File: config.mk
export PLATFORM = sky130hd
export DESIGN_NAME = brw_walker
export DESIGN_NICKNAME = d
export VERILOG_FILES = /design/src/include/brw_pkg.sv /design/src/logic/brw_overlap.sv /design/src/logic/brw_line_addr.sv /design/src/logic/brw_walker.sv
export SDC_FILE = /design/constraint.sdc
export NUM_CORES = 2
export LEC_CHECK = 0
export BUFFER_PORTS_ARGS = -buffer_cell sky130_fd_sc_hd__buf_4
export CAP_MARGIN = 20
export CORE_MARGIN = 2
export CORE_UTILIZATION = 64
export CTS_CLUSTER_SIZE = 8
export DETAILED_ROUTE_END_ITERATION = 8
export PLACE_DENSITY_LB_ADDON = 0.1
export SETUP_SLACK_MARGIN = 0.5
export SYNTH_ARGS = -nofsm -noshare
export SYNTH_HDL_FRONTEND = slang
export SYNTH_SLANG_ARGS = --single-unit
File: constraint.sdc
create_clock -name clk -period 14.7 [get_ports clk]
set_input_delay 2.205 -clock clk [delete_from_list [all_inputs] [get_ports clk]]
set_output_delay 2.205 -clock clk [all_outputs]
set_load 0.02 [all_outputs]
File: src/include/brw_pkg.sv
`default_nettype none
package brw_pkg;
  // ----------------------------------------------------------------
  // Widths
  // ----------------------------------------------------------------
  localparam int ADDR_W = 32;
  localparam int LEN_W = 16;
  localparam int PITCH_W = 16;
  localparam int DATA_W = 8;
  localparam int REG_AW = 4;
  localparam int REG_DW = 32;

  // ----------------------------------------------------------------
  // Register offsets
  // ----------------------------------------------------------------
  localparam logic [REG_AW-1:0] OFS_SRC_ADDR = 4'h0;
  localparam logic [REG_AW-1:0] OFS_DST_ADDR = 4'h1;
  localparam logic [REG_AW-1:0] OFS_SRC_PITCH = 4'h2;
  localparam logic [REG_AW-1:0] OFS_DST_PITCH = 4'h3;
  localparam logic [REG_AW-1:0] OFS_GEOM = 4'h4;
  localparam logic [REG_AW-1:0] OFS_CTRL = 4'h5;
  localparam logic [REG_AW-1:0] OFS_IND_PTR = 4'h6;
  localparam logic [REG_AW-1:0] OFS_IND_SIZE = 4'h7;
  localparam logic [REG_AW-1:0] OFS_STATUS = 4'h8;

  // ----------------------------------------------------------------
  // Field positions
  // ----------------------------------------------------------------
  localparam int GEOM_LINES_LO = 16;
  localparam int CTL_START = 0;
  localparam int CTL_COORD = 1;
  localparam int CTL_CORNER_LO = 2;
  localparam int CTL_STREAM = 4;
  localparam int CTL_MONO = 5;
  localparam int CTL_INDIRECT = 6;
  localparam int ST_BUSY = 0;
  localparam int ST_CORNER_LO = 1;
  localparam int ST_OVERLAP = 3;
  localparam int ST_DONE = 4;
  localparam int ST_ERR_MONO = 5;
  localparam int ST_ERR_SIZE = 6;

  // ----------------------------------------------------------------
  // Corners: bit 0 starts at the right, bit 1 at the bottom
  // ----------------------------------------------------------------
  localparam int CORNER_XREV = 0;
  localparam int CORNER_YREV = 1;
  localparam logic [1:0] CORNER_UL = 2'h0;
  localparam logic [1:0] CORNER_BR = 2'h3;
  localparam logic [REG_DW-1:0] CTRL_RESET = 32'h0;

  typedef enum logic [1:0] {
    ST_IDLE,
    ST_LOAD,
    ST_FETCH,
    ST_WRITE
  } brw_state_t;
endpackage
`default_nettype wire

File: src/logic/brw_overlap.sv
`default_nettype none
module brw_overlap import brw_pkg::*; (
  input wire logic [ADDR_W-1:0] srcBase,
  input wire logic [ADDR_W-1:0] dstBase,
  input wire logic [PITCH_W-1:0] srcPitch,
  input wire logic [PITCH_W-1:0] dstPitch,
  input wire logic [LEN_W-1:0] len,
  input wire logic [LEN_W-1:0] lines,
  output logic overlap,
  output logic [1:0] corner
);
  // ----------------------------------------------------------------
  // Extent of one operand
  // ----------------------------------------------------------------
  // First byte past the last sub-block of an operand.
  function automatic logic [ADDR_W-1:0] spanEnd(
    input logic [ADDR_W-1:0] base,
    input logic [PITCH_W-1:0] pitch
  );
    logic [ADDR_W-1:0] rows;
    rows = ADDR_W'(lines) - ADDR_W'(1);
    spanEnd = base + rows * ADDR_W'(pitch) + ADDR_W'(len);
  endfunction

  // Linear intervals are compared, so a pitch larger than the line
  // may report overlap that lies only between lines; the reversed
  // walk is still safe then, only not needed.
  always_comb begin
    overlap = (len != '0) && (lines != '0) &&
              (srcBase < spanEnd(dstBase, dstPitch)) &&
              (dstBase < spanEnd(srcBase, srcPitch));
    // A walk with falling addresses never overtakes its reads when
    // the destination starts above the source in memory.
    corner = (overlap && dstBase > srcBase) ? CORNER_BR
                                            : CORNER_UL;
  end
endmodule
`default_nettype wire

File: src/logic/brw_line_addr.sv
`default_nettype none
module brw_line_addr import brw_pkg::*; (
  input wire logic clk,
  input wire logic rst,
  input wire logic [ADDR_W-1:0] base,
  input wire logic [PITCH_W-1:0] pitch,
  input wire logic [LEN_W-1:0] len,
  input wire logic [LEN_W-1:0] lines,
  input wire logic [1:0] corner,
  input wire logic load,
  input wire logic step,
  output logic [ADDR_W-1:0] addr,
  output logic last
);
  logic [ADDR_W-1:0] lineStart;
  logic [ADDR_W-1:0] firstLine;
  logic [ADDR_W-1:0] nextLine;
  logic [ADDR_W-1:0] xOff;
  logic [LEN_W-1:0] col;
  logic [LEN_W-1:0] row;
  logic colLast;

  // ----------------------------------------------------------------
  // Walk arithmetic
  // ----------------------------------------------------------------
  always_comb begin
    xOff = corner[CORNER_XREV] ? ADDR_W'(len) - ADDR_W'(1) : '0;
    firstLine = base;
    if (corner[CORNER_YREV]) begin
      firstLine = base + (ADDR_W'(lines) - ADDR_W'(1)) *
                  ADDR_W'(pitch);
    end
    nextLine = corner[CORNER_YREV] ? lineStart - ADDR_W'(pitch)
                                   : lineStart + ADDR_W'(pitch);
    colLast = (col == len - LEN_W'(1));
    last = colLast && (row == lines - LEN_W'(1));
  end

  // Address, column and line counters of one operand.
  always_ff @(posedge clk) begin
    if (rst) begin
      lineStart <= '0;
      addr <= '0;
      col <= '0;
      row <= '0;
    end else if (load) begin
      lineStart <= firstLine;
      addr <= firstLine + xOff;
      col <= '0;
      row <= '0;
    end else if (step && colLast) begin
      lineStart <= nextLine;
      addr <= nextLine + xOff;
      col <= '0;
      row <= row + LEN_W'(1);
    end else if (step) begin
      addr <= corner[CORNER_XREV] ? addr - ADDR_W'(1)
                                  : addr + ADDR_W'(1);
      col <= col + LEN_W'(1);
    end
  end
endmodule
`default_nettype wire

File: src/logic/brw_walker.sv
`default_nettype none
module brw_walker import brw_pkg::*; (
  input wire logic clk,
  input wire logic rst,
  input wire logic [REG_AW-1:0] regAddr,
  input wire logic [REG_DW-1:0] regWdata,
  input wire logic regWr,
  input wire logic regRd,
  output logic [REG_DW-1:0] regRdata,
  input wire logic [DATA_W-1:0] inData,
  input wire logic inValid,
  output logic inReady,
  output logic memRdReq,
  output logic [ADDR_W-1:0] memRdAddr,
  input wire logic [DATA_W-1:0] memRdData,
  input wire logic memRdAck,
  output logic memWrReq,
  output logic [ADDR_W-1:0] memWrAddr,
  output logic [DATA_W-1:0] memWrData,
  input wire logic memWrAck
);
  brw_state_t state;
  logic [ADDR_W-1:0] srcAddr;
  logic [ADDR_W-1:0] dstAddr;
  logic [PITCH_W-1:0] srcPitch;
  logic [PITCH_W-1:0] dstPitch;
  logic [LEN_W-1:0] len;
  logic [LEN_W-1:0] lines;
  logic [REG_DW-1:0] ctrl;
  logic [ADDR_W-1:0] indPtr;
  logic [ADDR_W-1:0] indSize;
  logic goPending;
  logic [1:0] corner;
  logic overlapSeen;
  logic done;
  logic errMono;
  logic errSize;
  logic [DATA_W-1:0] pixel;

  logic busy;
  logic cfgWr;
  logic statusWr;
  logic ctrlCoord;
  logic ctrlStream;
  logic ctrlMono;
  logic ctrlIndirect;
  logic [1:0] ctrlCorner;
  logic srcFromMem;
  logic [ADDR_W-1:0] srcBaseEff;
  logic [PITCH_W-1:0] srcPitchEff;
  logic sizeBad;
  logic monoBad;
  logic overlap;
  logic [1:0] autoCorner;
  logic [1:0] next_corner;
  logic launch;
  logic load;
  logic step;
  logic dstLast;
  logic [ADDR_W-1:0] srcWalkAddr;
  logic [REG_DW-1:0] statusWord;

  // ----------------------------------------------------------------
  // Decode of the command fields
  // ----------------------------------------------------------------
  // Configuration is frozen while a copy runs: the walkers read
  // geometry live, so a write mid-copy would tear the rectangle.
  always_comb begin
    busy = (state != ST_IDLE);
    cfgWr = regWr && !busy && !goPending;
    statusWr = regWr && (regAddr == OFS_STATUS);
    ctrlCoord = ctrl[CTL_COORD];
    ctrlStream = ctrl[CTL_STREAM];
    ctrlMono = ctrl[CTL_MONO];
    ctrlIndirect = ctrl[CTL_INDIRECT];
    ctrlCorner = ctrl[CTL_CORNER_LO +: 2];
    // The indirect packet always reads memory at its pointer.
    srcFromMem = ctrlIndirect || !ctrlStream;
    srcBaseEff = ctrlIndirect ? indPtr : srcAddr;
    // The indirect operand is one contiguous block.
    srcPitchEff = ctrlIndirect ? PITCH_W'(len) : srcPitch;
    sizeBad = ctrlIndirect &&
              (indSize != ADDR_W'(len) * ADDR_W'(lines));
    monoBad = ctrlMono && srcFromMem;
  end

  // ----------------------------------------------------------------
  // Overlap check and starting corner
  // ----------------------------------------------------------------
  brw_overlap u_overlap (
    .srcBase(srcBaseEff),
    .dstBase(dstAddr),
    .srcPitch(srcPitchEff),
    .dstPitch(dstPitch),
    .len(len),
    .lines(lines),
    .overlap(overlap),
    .corner(autoCorner)
  );

  // Coordinate commands pick the corner themselves; the others take
  // the corner from the packet, and the issuer then owns safety.
  always_comb begin
    next_corner = ctrlCoord ? autoCorner : ctrlCorner;
  end

  // ----------------------------------------------------------------
  // Register writes
  // ----------------------------------------------------------------
  always_ff @(posedge clk) begin
    if (rst) begin
      srcAddr <= '0;
      dstAddr <= '0;
      srcPitch <= '0;
      dstPitch <= '0;
      len <= '0;
      lines <= '0;
      ctrl <= CTRL_RESET;
      indPtr <= '0;
      indSize <= '0;
    end else if (cfgWr) begin
      unique case (regAddr)
        OFS_SRC_ADDR: srcAddr <= regWdata;
        OFS_DST_ADDR: dstAddr <= regWdata;
        OFS_SRC_PITCH: srcPitch <= regWdata[PITCH_W-1:0];
        OFS_DST_PITCH: dstPitch <= regWdata[PITCH_W-1:0];
        OFS_GEOM: begin
          len <= regWdata[LEN_W-1:0];
          lines <= regWdata[GEOM_LINES_LO +: LEN_W];
        end
        OFS_CTRL: ctrl <= regWdata;
        OFS_IND_PTR: indPtr <= regWdata;
        OFS_IND_SIZE: indSize <= regWdata;
        default: ;
      endcase
    end
  end

  // A start write arms the launch one cycle later, so the decision
  // sees the control word that came with it.
  always_ff @(posedge clk) begin
    if (rst) begin
      goPending <= 1'b0;
    end else begin
      goPending <= cfgWr && (regAddr == OFS_CTRL) &&
                   regWdata[CTL_START];
    end
  end

  // Empty rectangles finish at once without a memory access.
  always_comb begin
    launch = goPending && !monoBad && !sizeBad &&
             (len != '0) && (lines != '0);
    load = (state == ST_LOAD);
    step = (state == ST_WRITE) && memWrAck;
  end

  // ----------------------------------------------------------------
  // Traversal state machine
  // ----------------------------------------------------------------
  // Each pixel is fully read before its write is issued; on coordinate
  // commands the chosen corner keeps every write behind the reads it could hit.
  always_ff @(posedge clk) begin
    if (rst) begin
      state <= ST_IDLE;
    end else begin
      unique case (state)
        ST_IDLE: if (launch) begin
          state <= ST_LOAD;
        end
        ST_LOAD: state <= ST_FETCH;
        ST_FETCH: begin
          if (srcFromMem ? memRdAck : inValid) begin
            state <= ST_WRITE;
          end
        end
        ST_WRITE: begin
          if (memWrAck) begin
            state <= dstLast ? ST_IDLE : ST_FETCH;
          end
        end
      endcase
    end
  end

  // Corner used and overlap result, kept for status.
  always_ff @(posedge clk) begin
    if (rst) begin
      corner <= CORNER_UL;
      overlapSeen <= 1'b0;
    end else if (goPending) begin
      corner <= next_corner;
      overlapSeen <= overlap;
    end
  end

  // Pixel holding register between the read and the write.
  always_ff @(posedge clk) begin
    if (rst) begin
      pixel <= '0;
    end else if (state == ST_FETCH && srcFromMem && memRdAck) begin
      pixel <= memRdData;
    end else if (state == ST_FETCH && !srcFromMem && inValid) begin
      pixel <= inData;
    end
  end

  // ----------------------------------------------------------------
  // Source and destination walkers
  // ----------------------------------------------------------------
  // Both walkers share one corner so the two rectangles move in step.
  brw_line_addr u_src_walk (
    .clk(clk),
    .rst(rst),
    .base(srcBaseEff),
    .pitch(srcPitchEff),
    .len(len),
    .lines(lines),
    .corner(corner),
    .load(load),
    .step(step),
    .addr(srcWalkAddr),
    .last()
  );

  brw_line_addr u_dst_walk (
    .clk(clk),
    .rst(rst),
    .base(dstAddr),
    .pitch(dstPitch),
    .len(len),
    .lines(lines),
    .corner(corner),
    .load(load),
    .step(step),
    .addr(memWrAddr),
    .last(dstLast)
  );

  // ----------------------------------------------------------------
  // Memory and stream handshakes
  // ----------------------------------------------------------------
  // Inline data is taken only while a stream-sourced pixel is due,
  // which holds back the words that follow the command.
  always_comb begin
    inReady = (state == ST_FETCH) && !srcFromMem;
    memRdReq = (state == ST_FETCH) && srcFromMem;
    memRdAddr = srcWalkAddr;
    memWrReq = (state == ST_WRITE);
    memWrData = pixel;
  end

  // ----------------------------------------------------------------
  // Status flags
  // ----------------------------------------------------------------
  // Flags clear by writing ones; a set in the same cycle wins.
  always_ff @(posedge clk) begin
    if (rst) begin
      done <= 1'b0;
      errMono <= 1'b0;
      errSize <= 1'b0;
    end else begin
      if (step && dstLast) begin
        done <= 1'b1;
      end else if (goPending && launch == 1'b0 && !monoBad &&
                   !sizeBad) begin
        done <= 1'b1;
      end else if (statusWr && regWdata[ST_DONE]) begin
        done <= 1'b0;
      end
      if (goPending && monoBad) begin
        errMono <= 1'b1;
      end else if (statusWr && regWdata[ST_ERR_MONO]) begin
        errMono <= 1'b0;
      end
      if (goPending && sizeBad) begin
        errSize <= 1'b1;
      end else if (statusWr && regWdata[ST_ERR_SIZE]) begin
        errSize <= 1'b0;
      end
    end
  end

  // ----------------------------------------------------------------
  // Register reads
  // ----------------------------------------------------------------
  always_comb begin
    statusWord = '0;
    statusWord[ST_BUSY] = busy || goPending;
    statusWord[ST_CORNER_LO +: 2] = corner;
    statusWord[ST_OVERLAP] = overlapSeen;
    statusWord[ST_DONE] = done;
    statusWord[ST_ERR_MONO] = errMono;
    statusWord[ST_ERR_SIZE] = errSize;
  end

  // Data stands only in the cycle after the read strobe.
  always_ff @(posedge clk) begin
    if (rst || !regRd) begin
      regRdata <= '0;
    end else begin
      unique case (regAddr)
        OFS_SRC_ADDR: regRdata <= srcAddr;
        OFS_DST_ADDR: regRdata <= dstAddr;
        OFS_SRC_PITCH: regRdata <= REG_DW'(srcPitch);
        OFS_DST_PITCH: regRdata <= REG_DW'(dstPitch);
        OFS_GEOM: regRdata <= {lines, len};
        OFS_CTRL: regRdata <= ctrl;
        OFS_IND_PTR: regRdata <= indPtr;
        OFS_IND_SIZE: regRdata <= indSize;
        OFS_STATUS: regRdata <= statusWord;
        default: regRdata <= '0;
      endcase
    end
  end
endmodule
`default_nettype wire

==> results.md <==
- Critical path capture point type: flip-flop
- Final Max Tran Viols: 0
- Total power per unit cell area: 60.8 mW/mm^2
- Combined area of the multi-input logic cells: approximately 0.054 mm^2
- Total number of nets in the final design: 10,091
- Overall global routing resource usage: between 40% and 50%
- TritonCTS sink count: about 450
- Cell Area, Synth: 0.0692 mm^2
- RSZ-0062 raised after global routing: false
- Gate count after technology mapping: around 8,600
- # IOs: around 170
- Count of TritonRoute iterations in the first routing pass: 9
- IR Drop Worst-Case VDD: 86.4 uV
- Reg area: approximately 0.009 mm^2
- Crit path launch type: flip-flop
- Area leader, netlist: sky130_fd_sc_hd__fa_1
- CTS Root Cell: sky130_fd_sc_hd__clkbuf_16
- Sum of buffers and inverters on the critical path: 5
- Gate family responsible for the most delay along the worst path: simple AND/OR/NAND/NOR gates
- Count of yosys warnings during synthesis: 0
- Cts bufs inserted: 68
- Setup Slack @ Placement: ~2.1 ns
- Total Negative Setup Slacks: 0 ns
- Starting density of the core: about 65%
- Part of the total power dissipated in the clock network: between 30% and 40%
- Post-synth EDFFs: 0
- Count of filler cells inserted in the layout: approximately 8,900
- Static Leak: ~36 nW
- Share of total power in sequential cells: approximately 28%
- Die Wd: between 300 and 400 um
- Rel. slew slack: between 10% and 20%
- Number of DRC violations after detailed-routing iteration 0: 7,238
- Wire length of the first global-routing pass: roughly 380,000 um
- # H-tree levels: 3
- Fraction of registers with async set or reset after synthesis: 0%
- Internal power consumption: around 2.7 mW
- Number of synthesized register bits: about 450
- Total cell area at the placement stage: 0.0720 mm^2
- Worst-Margin Slew: approximately 1.2 ns
- Post-route cell area: around 0.074 mm^2
- Congestion Overflow GR: 0
- Worst-case hold slack: 0.453 ns
- Post-detail-place hpwl: a little under 200,000 um
- Most used flip-flop cell after synthesis: sky130_fd_sc_hd__dfxtp_1
- Net count of the mapped netlist: 10,109
- Maximum number of pins on one net before global-route repair: about 120
- Final setup margin: roughly 1.8 ns
- Antenna violations before repair: 16
- Count of cell types in the netlist: 94
- Final routed DRC violation total: 0
- Vias post-DR: 63,543
- Number of endpoints with negative hold slack in the final report: 0
- Total setup violations reported at the end of the flow: 0
- Vias/cell: 6.35
- Crit path required time: 15.25 ns
- Ranking of synthesized cells by area: sky130_fd_sc_hd__fa_1 23%, sky130_fd_sc_hd__dfxtp_1 13%, sky130_fd_sc_hd__ha_1 12%, sky130_fd_sc_hd__inv_1 6.6%, sky130_fd_sc_hd__nand2_1 5.6%
- Final instance count without filler cells: 10,010
- Setup CP Type: flip-flop to flip-flop
- Die area: 0.111 mm^2
- Worst hold start: ctrl[17]
- Worst setup path startpoint: lines[2]
- Hold WC Path Type: flip-flop to flip-flop
- Routed wire per std cell: 25.2 um
- Detailed Route WL: 253,000 um
- Sw frac: approximately two fifths
- Maximum net fanout on the critical path: 23
- Cell type with the highest occurrence count on the critical path: sky130_fd_sc_hd__fa_1
- Total placed cells including tap cells: about 10,000
- Layout cells sized above 1: about 7%
- CTS-repair resized insts: 0
- Largest stage delay on the critical path: 0.75 ns
- Buffer levels on the longest clock path: 3
- Core Box Area: around 0.11 mm^2
- Post-route ant nets: 0
- Fin Clk Skew: between 0.04 and 0.05 ns
- Final GP Congestion: 1.05
- Via count of the first global-routing pass: around 63,000
- Buffers inserted during post-CTS setup optimization: 0
- Area growth syn-to-layout: 6.89%
- Clock network latency to the later pin of the worst-skew pair: around 0.67 ns
- Port buffer count: between 150 and 200
- Combinational power share: a little under two fifths
- Hold buffers post-CTS: 0
- Fmax: about 0.078 GHz
- Max-cap viol count: 0
- Clock tree from TritonCTS: built
- Startpoint of the most critical register-to-register path: lines[2]
- Critical-path top delay cell: sky130_fd_sc_hd__a2111oi_0
- Part of the Yosys area used for sequential elements: between 10% and 20%
- Arrival time at the worst endpoint: between 10 and 15 ns
- Post-CTS clock slew at the launch and capture registers of the worst setup and hold paths: 0.05 ns
- Post-route clock period utilization: 87.4%
- Psw: 1.78 mW
- Outcome: finished, final reports clean
- Synthesized area divided by synthesized cell count: between 8 and 9 um^2
- Portion of synthesized cell area occupied by the leading cell type: between 20% and 30%
- Clock period minus final worst setup slack: around 13 ns
- Cell Rows: 120
- Die height: between 300 and 400 um
- Design Power: between 4 and 5 mW
- Utilization after layout: around 69%
==> cells by family (layout without fill, tap and decap cells) <==
family	after synthesis	after routing	share of synthesized area, %
buffers and inverters	1635	1633	9.01
XOR/XNOR	550	550	7.10
AO/OA/AOI/OAI	1729	1729	15.9
AND/OR/NAND/NOR	2653	2653	17.9
multiplexers	136	136	2.14
flip-flops	449	449	13.0
other	0	8	0
adder cells (fa/ha/maj)	1449	1449	35.0
==> power by group through the flow <==
stage	logic [mW]	clock network (mW)	registers [mW]
after floorplan	1.12	0	1.31
after global placement	1.61	0	1.30
after detailed placement	1.62	0	1.30
after CTS	1.64	1.52	1.27
after global routing	1.83	1.57	1.28
final	1.69	1.53	1.28
==> final timing paths <==
kind | end | slack, ns | depth (start not counted)
worst min register to register | ctrl[17] | 0.45 | 2
worst max register to register | corner[0] | 1.85 | 44
worst min-delay path | ctrl[17] | 0.45 | 2
worst max-delay path | corner[0] | 1.85 | 44
==> routing by layer <==
metal	GRT usage (%)	up-vias	wire, um
met5	0	-	78
met1	56.0	30578	94200
met3	14.1	1025	30800
li1	-	28191	-
met2	67.7	3737	106000
met4	31.6	12	21300
==> synth_stat cells, types with 30 or more instances <==
cell                       instances
sky130_fd_sc_hd__o21bai_1         71
sky130_fd_sc_hd__o21a_1           60
sky130_fd_sc_hd__xnor2_1         358
sky130_fd_sc_hd__nor2b_1          77
sky130_fd_sc_hd__ha_1            639
sky130_fd_sc_hd__a21oi_1         681
sky130_fd_sc_hd__a21o_1          179
sky130_fd_sc_hd__nand2b_1         89
sky130_fd_sc_hd__a222oi_1         35
sky130_fd_sc_hd__nand3_1          87
sky130_fd_sc_hd__fa_1            810
sky130_fd_sc_hd__nand4_1          79
sky130_fd_sc_hd__nor4_1           30
sky130_fd_sc_hd__dfxtp_1         449
sky130_fd_sc_hd__nor2_1          616
sky130_fd_sc_hd__a211oi_1         84
sky130_fd_sc_hd__or3_1            40
sky130_fd_sc_hd__and3_1           40
sky130_fd_sc_hd__mux2i_1          50
sky130_fd_sc_hd__nor3_1          112
sky130_fd_sc_hd__nand2_1        1034
sky130_fd_sc_hd__a22oi_1          87
sky130_fd_sc_hd__and2_1          373
sky130_fd_sc_hd__mux2_2           85
sky130_fd_sc_hd__xor2_1          185
sky130_fd_sc_hd__o211ai_1         36
sky130_fd_sc_hd__inv_1          1215
sky130_fd_sc_hd__o21ai_0         239
sky130_fd_sc_hd__clkbuf_1        355
sky130_fd_sc_hd__a31oi_1          40
==> cells in the final DEF, fill, tap and decap left out, types with 12 or more instances in the layout <==
cell type                   instances
sky130_fd_sc_hd__inv_1           1215
sky130_fd_sc_hd__fa_1             810
sky130_fd_sc_hd__buf_4            323
sky130_fd_sc_hd__a31oi_1           40
sky130_fd_sc_hd__a221oi_1          21
sky130_fd_sc_hd__and4_1            12
sky130_fd_sc_hd__nand2b_1          89
sky130_fd_sc_hd__xnor2_1          352
sky130_fd_sc_hd__xor2_1           181
sky130_fd_sc_hd__o21bai_1          71
sky130_fd_sc_hd__nand4_1           79
sky130_fd_sc_hd__a22oi_1           87
sky130_fd_sc_hd__a211oi_1          84
sky130_fd_sc_hd__nor4_1            30
sky130_fd_sc_hd__a21o_1           179
sky130_fd_sc_hd__nor3_1           103
sky130_fd_sc_hd__ha_1             639
sky130_fd_sc_hd__o21ai_0          237
sky130_fd_sc_hd__a31o_2            12
sky130_fd_sc_hd__nand2_1         1031
sky130_fd_sc_hd__clkbuf_16         70
sky130_fd_sc_hd__nand3_1           87
sky130_fd_sc_hd__and2_1           372
sky130_fd_sc_hd__a2111oi_0         28
sky130_fd_sc_hd__mux2_2            85
sky130_fd_sc_hd__mux2i_1           43
sky130_fd_sc_hd__or2_2             16
sky130_fd_sc_hd__and3_1            40
sky130_fd_sc_hd__nor2_1           612
sky130_fd_sc_hd__o21a_1            59
sky130_fd_sc_hd__or3_1             40
sky130_fd_sc_hd__a222oi_1          35
sky130_fd_sc_hd__dfxtp_1          443
sky130_fd_sc_hd__a41oi_1           15
sky130_fd_sc_hd__nor2b_1           76
sky130_fd_sc_hd__o211ai_1          36
sky130_fd_sc_hd__a21oi_1          681
==> state kept, by name, indices dropped and copies added, names as in the netlist, 8 cells and up <==
register,cells
indPtr,32
dstAddr,32
memWrData,8
lines,16
u_dst_walk.addr,32
dstPitch,16
ctrl,32
u_dst_walk.row,16
u_src_walk.addr,32
regRdata,32
u_src_walk.col,16
srcPitch,16
indSize,32
srcAddr,32
len,16
u_dst_walk.lineStart,32
u_dst_walk.col,16
u_src_walk.lineStart,32
==> area by class of cell <==
type	count	area share (%)
Tap cell	1403	2.37
Antenna cell	8	0.0270
Timing Repair Buffer	327	3.39
Clock buffer	78	2.45
Multi-Input combinational cell	6517	73.2
Inverter	1220	6.19
Sequential cell	449	12.2
Clock inverter	8	0.205
==> worst min-delay path, stage by stage, from the launching register on <==
cell,delay (ns)
sky130_fd_sc_hd__dfxtp_1,0.30
sky130_fd_sc_hd__nand2_1,0.05
sky130_fd_sc_hd__a21oi_1,0.05
Power figures use the tool's default switching activity.
